File: config.mk
export PLATFORM = sky130hd
export DESIGN_NAME = cfs_sequencer
export DESIGN_NICKNAME = d
export VERILOG_FILES = /design/src/cfs_pkg.sv /design/src/cfs_phase_gen.sv /design/src/cfs_return_stack.sv /design/src/cfs_sequencer.sv
export SDC_FILE = /design/constraint.sdc
export NUM_CORES = 1
export LEC_CHECK = 0
export BUFFER_PORTS_ARGS = -buffer_cell sky130_fd_sc_hd__buf_2
export CAP_MARGIN = 20
export CORE_MARGIN = 4
export CORE_UTILIZATION = 49
export DETAILED_ROUTE_END_ITERATION = 8
export PLACE_DENSITY = 0.77
export REMOVE_ABC_BUFFERS = 1
export SLEW_MARGIN = 40
export SYNTH_ARGS = -nofsm -noshare
export SYNTH_HDL_FRONTEND = slang
export SYNTH_SLANG_ARGS = --single-unit
File: constraint.sdc
create_clock -name sys_clk -period 5.4 [get_ports sys_clk]
set_input_delay 0.81 -clock sys_clk [delete_from_list [all_inputs] [get_ports sys_clk]]
set_output_delay 0.81 -clock sys_clk [all_outputs]
set_load 0.01 [all_outputs]
File: src/cfs_pkg.sv
package cfs_pkg;
    // Program counter, stack, instruction, data and file address widths
    localparam int PC_W       = 10;
    localparam int STACK_W    = 12;
    localparam int INSN_W     = 12;
    localparam int DATA_W     = 8;
    localparam int FADDR_W    = 5;
    // Reset vector: last word of last page
    localparam logic [9:0] PC_RESET_VEC = 10'h3FF;
    // Status register page select bit position
    localparam int STATUS_PAGE_BIT = 5;
    // Counter low latch file address
    localparam logic [4:0] ADDR_COUNTER_LOW = 5'h02;
    localparam logic [4:0] ADDR_STATUS      = 5'h03;
    localparam logic [7:0] STATUS_RESET     = 8'h18;
    // Phase encoding
    typedef enum logic [1:0] {
        CFS_PH_ONE   = 2'b00,
        CFS_PH_TWO   = 2'b01,
        CFS_PH_THREE = 2'b10,
        CFS_PH_FOUR  = 2'b11
    } cfs_phase_e;
    // Opcode classes
    typedef enum logic [2:0] {
        CFS_OP_OTHER = 3'b000,
        CFS_OP_JUMP  = 3'b001,
        CFS_OP_CALL  = 3'b010,
        CFS_OP_RET   = 3'b011,
        CFS_OP_WRLOW = 3'b100,
        CFS_OP_LIT   = 3'b101
    } cfs_op_e;
    // Fixed opcode patterns
    localparam logic [2:0] OPC_JUMP_HI = 3'b101;
    localparam logic [3:0] OPC_CALL_HI = 4'b1001;
    localparam logic [3:0] OPC_RET_HI  = 4'b1000;
    localparam logic [3:0] OPC_LIT_HI  = 4'b1100;
    localparam logic [6:0] OPC_MOVWF   = 7'b0000001;
    localparam logic [11:0] NOP_WORD   = 12'h000;
endpackage

File: src/cfs_phase_gen.sv
`timescale 1ns/1ps
`default_nettype none
module cfs_phase_gen (
    // Clock and reset
    input  wire logic               sys_clk,
    input  wire logic               rst,
    // Phase outputs
    output cfs_pkg::cfs_phase_e     phase,
    output logic                    phase_one,
    output logic                    phase_two,
    output logic                    phase_three,
    output logic                    phase_four
);
    // Divide by four, one-hot one-cycle phase enables
    always_ff @(posedge sys_clk or posedge rst) begin
        if (rst) begin
            phase <= cfs_pkg::CFS_PH_FOUR;
        end else begin
            phase <= cfs_pkg::cfs_phase_e'(2'(phase + 2'h1));
        end
    end
    always_comb begin
        phase_one   = (phase == cfs_pkg::CFS_PH_ONE);
        phase_two   = (phase == cfs_pkg::CFS_PH_TWO);
        phase_three = (phase == cfs_pkg::CFS_PH_THREE);
        phase_four  = (phase == cfs_pkg::CFS_PH_FOUR);
    end
endmodule
`default_nettype wire

File: src/cfs_return_stack.sv
`timescale 1ns/1ps
`default_nettype none
module cfs_return_stack (
    // Clock
    input  wire logic                        sys_clk,
    // Operation strobes
    input  wire logic                        push,
    input  wire logic                        pop,
    input  wire logic [cfs_pkg::STACK_W-1:0] push_addr,
    // Stack levels
    output logic      [cfs_pkg::STACK_W-1:0] level_one,
    output logic      [cfs_pkg::STACK_W-1:0] level_two
);
    // No reset on purpose: contents survive any reset
    // No overflow or underflow flag exists
    always_ff @(posedge sys_clk) begin
        if (push) begin
            level_two <= level_one;
            level_one <= push_addr;
        end else if (pop) begin
            level_one <= level_two;
        end
    end
endmodule
`default_nettype wire

File: src/cfs_sequencer.sv
`timescale 1ns/1ps
`default_nettype none
module cfs_sequencer (
    // Clock and reset
    input  wire logic                        sys_clk,
    input  wire logic                        rst,
    // Program memory
    output logic      [cfs_pkg::PC_W-1:0]    prog_addr,
    input  wire logic [cfs_pkg::INSN_W-1:0]  prog_data,
    // Data memory
    output logic      [cfs_pkg::FADDR_W-1:0] data_addr,
    output logic                             data_rd,
    input  wire logic [cfs_pkg::DATA_W-1:0]  data_rdata,
    output logic                             data_wr,
    output logic      [cfs_pkg::DATA_W-1:0]  data_wdata,
    // Core state visible to the datapath
    input  wire logic [cfs_pkg::DATA_W-1:0]  alu_result,
    input  wire logic                        alu_dest_file,
    output logic      [cfs_pkg::INSN_W-1:0]  instruction_holding_register,
    output logic      [cfs_pkg::DATA_W-1:0]  work_reg,
    output logic      [cfs_pkg::DATA_W-1:0]  status_reg,
    output logic      [cfs_pkg::DATA_W-1:0]  operand,
    output logic      [cfs_pkg::PC_W-1:0]    pc,
    output logic                             flushing,
    output logic      [1:0]                  phase_out
);
    cfs_pkg::cfs_phase_e phase;
    logic phase_one;
    logic phase_two;
    logic phase_three;
    logic phase_four;
    logic [cfs_pkg::INSN_W-1:0]  fetched;
    cfs_pkg::cfs_op_e            op;
    logic [cfs_pkg::PC_W-1:0]    next_pc;
    logic                        load_pc;
    logic                        stack_push;
    logic                        stack_pop;
    logic [cfs_pkg::STACK_W-1:0] stack_one;
    logic [cfs_pkg::STACK_W-1:0] stack_two;
    logic [cfs_pkg::STACK_W-1:0] push_value;

    cfs_phase_gen u_phase (
        .sys_clk     (sys_clk),
        .rst         (rst),
        .phase       (phase),
        .phase_one   (phase_one),
        .phase_two   (phase_two),
        .phase_three (phase_three),
        .phase_four  (phase_four)
    );

    cfs_return_stack u_stack (
        .sys_clk   (sys_clk),
        .push      (stack_push),
        .pop       (stack_pop),
        .push_addr (push_value),
        .level_one (stack_one),
        .level_two (stack_two)
    );

    // Classify the executing word
    function automatic cfs_pkg::cfs_op_e classify(
        input logic [cfs_pkg::INSN_W-1:0] w
    );
        if (w[11:9] == cfs_pkg::OPC_JUMP_HI) begin
            classify = cfs_pkg::CFS_OP_JUMP;
        end else if (w[11:8] == cfs_pkg::OPC_CALL_HI) begin
            classify = cfs_pkg::CFS_OP_CALL;
        end else if (w[11:8] == cfs_pkg::OPC_RET_HI) begin
            classify = cfs_pkg::CFS_OP_RET;
        end else if (w[11:8] == cfs_pkg::OPC_LIT_HI) begin
            classify = cfs_pkg::CFS_OP_LIT;
        end else if (w[4:0] == cfs_pkg::ADDR_COUNTER_LOW
                     && w[11:5] == cfs_pkg::OPC_MOVWF) begin
            classify = cfs_pkg::CFS_OP_WRLOW;
        end else begin
            classify = cfs_pkg::CFS_OP_OTHER;
        end
    endfunction

    always_comb begin
        op = classify(instruction_holding_register);
    end

    // Branch load at the phase-one edge that ends the execute cycle,
    // so the counter only ever moves on phase one
    always_comb begin
        next_pc    = pc;
        load_pc    = 1'b0;
        stack_push = 1'b0;
        stack_pop  = 1'b0;
        push_value = {{(cfs_pkg::STACK_W-cfs_pkg::PC_W){1'b0}}, pc};
        if (phase_one && !flushing) begin
            case (op)
                cfs_pkg::CFS_OP_JUMP: begin
                    next_pc = {status_reg[cfs_pkg::STATUS_PAGE_BIT],
                               instruction_holding_register[8:0]};
                    load_pc = 1'b1;
                end
                cfs_pkg::CFS_OP_CALL: begin
                    next_pc = {status_reg[cfs_pkg::STATUS_PAGE_BIT], 1'b0,
                               instruction_holding_register[7:0]};
                    load_pc    = 1'b1;
                    stack_push = 1'b1;
                end
                cfs_pkg::CFS_OP_WRLOW: begin
                    next_pc = {status_reg[cfs_pkg::STATUS_PAGE_BIT], 1'b0,
                               alu_result};
                    load_pc = 1'b1;
                end
                cfs_pkg::CFS_OP_RET: begin
                    next_pc   = stack_one[cfs_pkg::PC_W-1:0];
                    load_pc   = 1'b1;
                    stack_pop = 1'b1;
                end
                default: begin
                    next_pc = pc;
                end
            endcase
        end
    end

    // Program counter: reset to last word, wraps naturally to zero
    always_ff @(posedge sys_clk or posedge rst) begin
        if (rst) begin
            pc <= cfs_pkg::PC_RESET_VEC;
        end else if (load_pc) begin
            pc <= next_pc;
        end else if (phase_one) begin
            pc <= 10'(pc + 10'h001);
        end
    end

    // Fetch address presented from the counter
    always_ff @(posedge sys_clk or posedge rst) begin
        if (rst) begin
            prog_addr <= cfs_pkg::PC_RESET_VEC;
        end else if (phase_two) begin
            prog_addr <= pc;
        end
    end

    // Fetch word captured at phase four, executed next cycle
    always_ff @(posedge sys_clk or posedge rst) begin
        if (rst) begin
            fetched <= cfs_pkg::NOP_WORD;
        end else if (phase_four) begin
            fetched <= prog_data;
        end
    end

    // Branch discards the prefetched word
    always_ff @(posedge sys_clk or posedge rst) begin
        if (rst) begin
            instruction_holding_register <= cfs_pkg::NOP_WORD;
            flushing                     <= 1'b0;
        end else if (phase_one) begin
            instruction_holding_register <= fetched;
            flushing                     <= load_pc;
        end
    end

    // Data memory operand read and result write
    always_ff @(posedge sys_clk or posedge rst) begin
        if (rst) begin
            data_addr <= '0;
            data_rd   <= 1'b0;
        end else begin
            if (phase_one) begin
                data_addr <= fetched[4:0];
            end
            data_rd <= phase_one && !load_pc;
        end
    end

    always_ff @(posedge sys_clk or posedge rst) begin
        if (rst) begin
            operand <= '0;
        end else if (phase_two && !flushing) begin
            operand <= data_rdata;
        end
    end

    always_ff @(posedge sys_clk or posedge rst) begin
        if (rst) begin
            data_wr    <= 1'b0;
            data_wdata <= '0;
        end else begin
            data_wr    <= phase_three && !flushing && alu_dest_file
                          && op != cfs_pkg::CFS_OP_JUMP
                          && op != cfs_pkg::CFS_OP_CALL
                          && op != cfs_pkg::CFS_OP_RET
                          && op != cfs_pkg::CFS_OP_LIT;
            data_wdata <= alu_result;
        end
    end

    // Working register literal loads
    always_ff @(posedge sys_clk or posedge rst) begin
        if (rst) begin
            work_reg <= '0;
        end else if (phase_four && !flushing
                     && (op == cfs_pkg::CFS_OP_RET
                         || op == cfs_pkg::CFS_OP_LIT)) begin
            work_reg <= instruction_holding_register[7:0];
        end
    end

    // Status: page bits cleared by reset, written via data path
    always_ff @(posedge sys_clk or posedge rst) begin
        if (rst) begin
            status_reg <= cfs_pkg::STATUS_RESET;
        end else if (phase_four && !flushing && alu_dest_file
                     && op == cfs_pkg::CFS_OP_OTHER
                     && instruction_holding_register[4:0]
                        == cfs_pkg::ADDR_STATUS) begin
            status_reg <= alu_result;
        end
    end

    always_ff @(posedge sys_clk or posedge rst) begin
        if (rst) begin
            phase_out <= 2'h2;
        end else begin
            phase_out <= phase;
        end
    end

    // Stack overflow is silent: no flag is produced
    // Stack sized by its package width
endmodule
`default_nettype wire

==> results.txt <==
----------------------------------------------------
[Logic synthesis]
  Synthesized flop and latch total ... 103
  Most used flip-flop cell after synthesis ... sky130_fd_sc_hd__dfrtp_1
  Count of flip-flops with a built-in enable after synthesis ... 20
  Warning count from the yosys run ... 0
  Basic-gate share of the synthesized area counting and, or, nand and nor cells ... 0.06343
  Average instance area after synthesis ... 14.61 µm²
  Sequential share of the synthesized area ... 0.6329
  Largest family of logic cells by synthesized area ... multiplexers
  Post-Syn Area ... 4280 µm²
  Synth Area in Adders ... 0.01462
  Count of cell types in the netlist ... 49
  Parity-gate share of the synthesized area counting xor and xnor cells ... 0.002046
  Gate count after technology mapping ... 293
  Multiplexer fraction of the synthesized cell area ... 0.1985
  Fraction of registers with async set/reset ... 0.8058
  Compound-cell area share of the yosys netlist ... 0.06080

[Clocking]
  Hold buffer count at cts ... 0
  Clk sink count ... 103
  Buffers inserted by post-CTS timing repair ... 0
  Clock transition time at the flip-flop clock pins of the worst setup and hold paths ... 0.09 ns
  Clock latency reported for the late side of the worst-skew pair ... 0.36 ns
  Number of CTS-inserted buffers ... 9
  Clock root buffer ... sky130_fd_sc_hd__clkbuf_8
  H-tree depth reported by CTS ... 3
  Post-CTS sizing ... 0
  Maximum clock path buffer count ... 2
  TritonCTS clock tree ... built

[Floorplan]
  Number of placed I/O pins ... 105
  Floorplan die height ... 101.5 µm
  Effective utilization at floorplan ... 0.5132
  Die width ... 101.5 µm
  Row count ... 33
  Area of the die ... 10,300 µm²
  Floorplan core area ... 8341 µm²

[Min path]
  Class of the tightest hold or removal check ... reg2reg

[Critical path]
  CP Buf/Inv Count ... 4
  Category of the worst setup path launch point ... flip-flop
  Required arrival time at the worst endpoint ... 5.41 ns
  Nature of the critical path endpoint ... flip-flop
  R2r setup slk ... 2.67 ns
  Largest delay share family, worst path ... buffers and inverters
  CP Max Fanout ... 29
  Slowest cell on the critical path ... sky130_fd_sc_hd__inv_1
  Sequence of cells on the critical path ... inv_1 > ha_1 > buf_4 > nand2_1 > nor3_1 > buf_4 > nand2_1 > inv_1
  Kind of critical path ... reg2reg
  Critical Path AT ... 2.74 ns
  Delay contributed by the slowest stage of the critical path ... 0.48 ns

[Timing]
  Worst slew margin relative to its limit ... 0.5631
  Summed negative setup slack over all endpoints ... 0 ns
  F_max ... 366.0 MHz
  Crit path time final ... 2.733 ns
  Slew at the pin closest to its max-slew limit ... 0.6554 ns
  Setup violators final ... 0
  Final count of hold timing violations ... 0
  Final WS setup ... 2.667 ns
  Hold slack ... 0.3940 ns
  Layout Skew ... 0.008834 ns
  Post-route fraction of the period consumed by the critical path ... 0.5060
  RSZ-0062 raised after global routing ... false
  Pins Over Slew Limit ... 0

[Routing]
  DR DRC count ... 0
  WL final ... 9420 µm
  Per-cell via count in the routed design ... 5.624
  Remaining number of nets flagged by the antenna check after routing ... 0
  1st-pass router iterations ... 4
  Total number of vias ... 2,840
  Violation count after the first detailed-route iteration ... 213
  Average wire per cell in the routed design ... 18.65 µm

[Layout]
  Number of nets in the finished design ... 431
  Share of layout cells above drive strength 1 ... 0.5650
  Area overhead of the layout relative to synthesis ... 17.98%
  Top Registers ... fetched: 12 flops, instruction_holding_register: 12 flops
  Final instance count without filler cells ... 505
  End-of-flow core utilization ... 0.6055
  Antenna cells ... 0

[Global routing]
  Maximum number of pins on one net before global-route repair ... 55
  Total global routing overflow ... 0
  Total GRT Usage ... 0.1943
  Initial antenna violation count ... 0
  Vias in the first global route ... 2,934
  Wire length of the first global-routing pass ... 15,330 µm

[Placement]
  Post-placement setup slack ... 2.714 ns
  Hpwl dp ... 6822 µm
  Count of input and output buffers ... 104
  Number of placed cells counting well taps ... 489
  Final estimated routing congestion in global placement ... 0.8833

[Pwr]
  Leak pwr ... 2.226 nW
  Cell area power density ... 333.7 nW/µm²
  VDD IR-drop max ... 168.6 µV

[Run status]
  Run status ... finished, final reports clean

[Run]
  Reported max-cap violation count ... 0

----------------------------------------------------
==> per-stage QoR <==
step	instance area [µm²]	power, W
floorplan	4192	0.001127
global placement	4867	0.001266
detailed placement	4877	0.001273
CTS	5050	0.001704
global route	5050	0.001767
finish	5050	0.001685
==> logic make-up after synthesis <==
kind of cell             Yosys count
AO/OA/AOI/OAI                     37
buffers and inverters             24
flip-flops                       103
adder cells (fa/ha/maj)            5
multiplexers                      76
XOR/XNOR                           1
AND/OR/NAND/NOR                   47
==> cell usage after synthesis, types with 2 or more instances <==
library cell | count | area share
sky130_fd_sc_hd__a211o_1 | 2 | 0.0041
sky130_fd_sc_hd__a211oi_1 | 3 | 0.0053
sky130_fd_sc_hd__a21oi_1 | 8 | 0.0094
sky130_fd_sc_hd__buf_1 | 2 | 0.0018
sky130_fd_sc_hd__buf_2 | 2 | 0.0023
sky130_fd_sc_hd__buf_4 | 5 | 0.0088
sky130_fd_sc_hd__clkbuf_1 | 6 | 0.0053
sky130_fd_sc_hd__dfrtp_1 | 58 | 0.34
sky130_fd_sc_hd__dfstp_2 | 25 | 0.15
sky130_fd_sc_hd__edfxtp_1 | 20 | 0.14
sky130_fd_sc_hd__ha_1 | 5 | 0.015
sky130_fd_sc_hd__inv_1 | 8 | 0.0070
sky130_fd_sc_hd__mux2_2 | 71 | 0.19
sky130_fd_sc_hd__mux2i_1 | 5 | 0.012
sky130_fd_sc_hd__nand2_1 | 13 | 0.011
sky130_fd_sc_hd__nand2b_1 | 2 | 0.0029
sky130_fd_sc_hd__nand3_1 | 7 | 0.0082
sky130_fd_sc_hd__nor2_1 | 5 | 0.0044
sky130_fd_sc_hd__nor2b_1 | 4 | 0.0058
sky130_fd_sc_hd__nor3_1 | 3 | 0.0035
sky130_fd_sc_hd__nor4_1 | 3 | 0.0044
sky130_fd_sc_hd__o21ai_0 | 5 | 0.0058
sky130_fd_sc_hd__o21ai_1 | 3 | 0.0035
sky130_fd_sc_hd__o221ai_1 | 2 | 0.0041
sky130_fd_sc_hd__or3_1 | 2 | 0.0029
==> worst paths after layout <==
kind | to | from | depth (start not counted)
min in group asynchronous | status_reg[2] | rst | 2
worst max register to register | u_stack.level_two[9] | u_phase.phase[0] | 8
worst min register to register | phase_out[1] | u_phase.phase[1] | 0
max in group asynchronous | flushing | rst | 3
worst min-delay path | phase_out[1] | u_phase.phase[1] | 0
worst max-delay path | u_stack.level_two[9] | u_phase.phase[0] | 8
==> layout by cell type, fill, tap and decap left out, types with 2 or more instances in the layout <==
master | synthesis | routed
sky130_fd_sc_hd__nand2b_1 | 2 | 2
sky130_fd_sc_hd__nor4_1 | 3 | 3
sky130_fd_sc_hd__dfstp_2 | 25 | 25
sky130_fd_sc_hd__a211o_1 | 2 | 2
sky130_fd_sc_hd__or3_1 | 2 | 2
sky130_fd_sc_hd__clkbuf_8 | 0 | 9
sky130_fd_sc_hd__mux2_2 | 71 | 71
sky130_fd_sc_hd__mux2i_1 | 5 | 5
sky130_fd_sc_hd__nor2b_1 | 4 | 4
sky130_fd_sc_hd__clkinvlp_4 | 0 | 2
sky130_fd_sc_hd__clkinv_1 | 0 | 2
sky130_fd_sc_hd__buf_4 | 5 | 3
sky130_fd_sc_hd__o21ai_1 | 3 | 3
sky130_fd_sc_hd__inv_1 | 8 | 7
sky130_fd_sc_hd__nand3_1 | 7 | 7
sky130_fd_sc_hd__buf_2 | 2 | 104
sky130_fd_sc_hd__nor2_1 | 5 | 5
sky130_fd_sc_hd__a211oi_1 | 3 | 3
sky130_fd_sc_hd__o21ai_0 | 5 | 5
sky130_fd_sc_hd__o221ai_1 | 2 | 2
sky130_fd_sc_hd__nand2_1 | 13 | 13
sky130_fd_sc_hd__ha_1 | 5 | 5
sky130_fd_sc_hd__edfxtp_1 | 20 | 20
sky130_fd_sc_hd__a21oi_1 | 8 | 8
sky130_fd_sc_hd__dfrtp_1 | 58 | 58
sky130_fd_sc_hd__clkinv_4 | 0 | 2
sky130_fd_sc_hd__nor3_1 | 3 | 3
==> layer usage <==
layer	global-route usage	part of all wire	up-vias
met1	0.2561	0.42	1427
met4	0.06851	0.019	0
met5	0	0	-
li1	-	-	1278
met3	0.05579	0.087	19
met2	0.3089	0.47	116
==> area by class of cell <==
cell class / instances / area [µm²]
Inverter: 8 / 31.28
Clock inverter: 7 / 48.80
Clock buffer: 9 / 123.9
Fill cell: 681 / 3291
Multi-Input combinational cell: 166 / 1463
Tap cell: 105 / 131.4
Sequential cell: 103 / 2709
Timing Repair Buffer: 107 / 543.0
==> report_power, final <==
group / switching, W / total, W / internal [W]
sequential: 0.0000939 / 0.00100 / 0.000907
combinational: 0.000125 / 0.000253 / 0.000128
clock: 0.000264 / 0.000432 / 0.000168
total: 0.000483 / 0.00168 / 0.00120
Power figures use the tool's default switching activity.
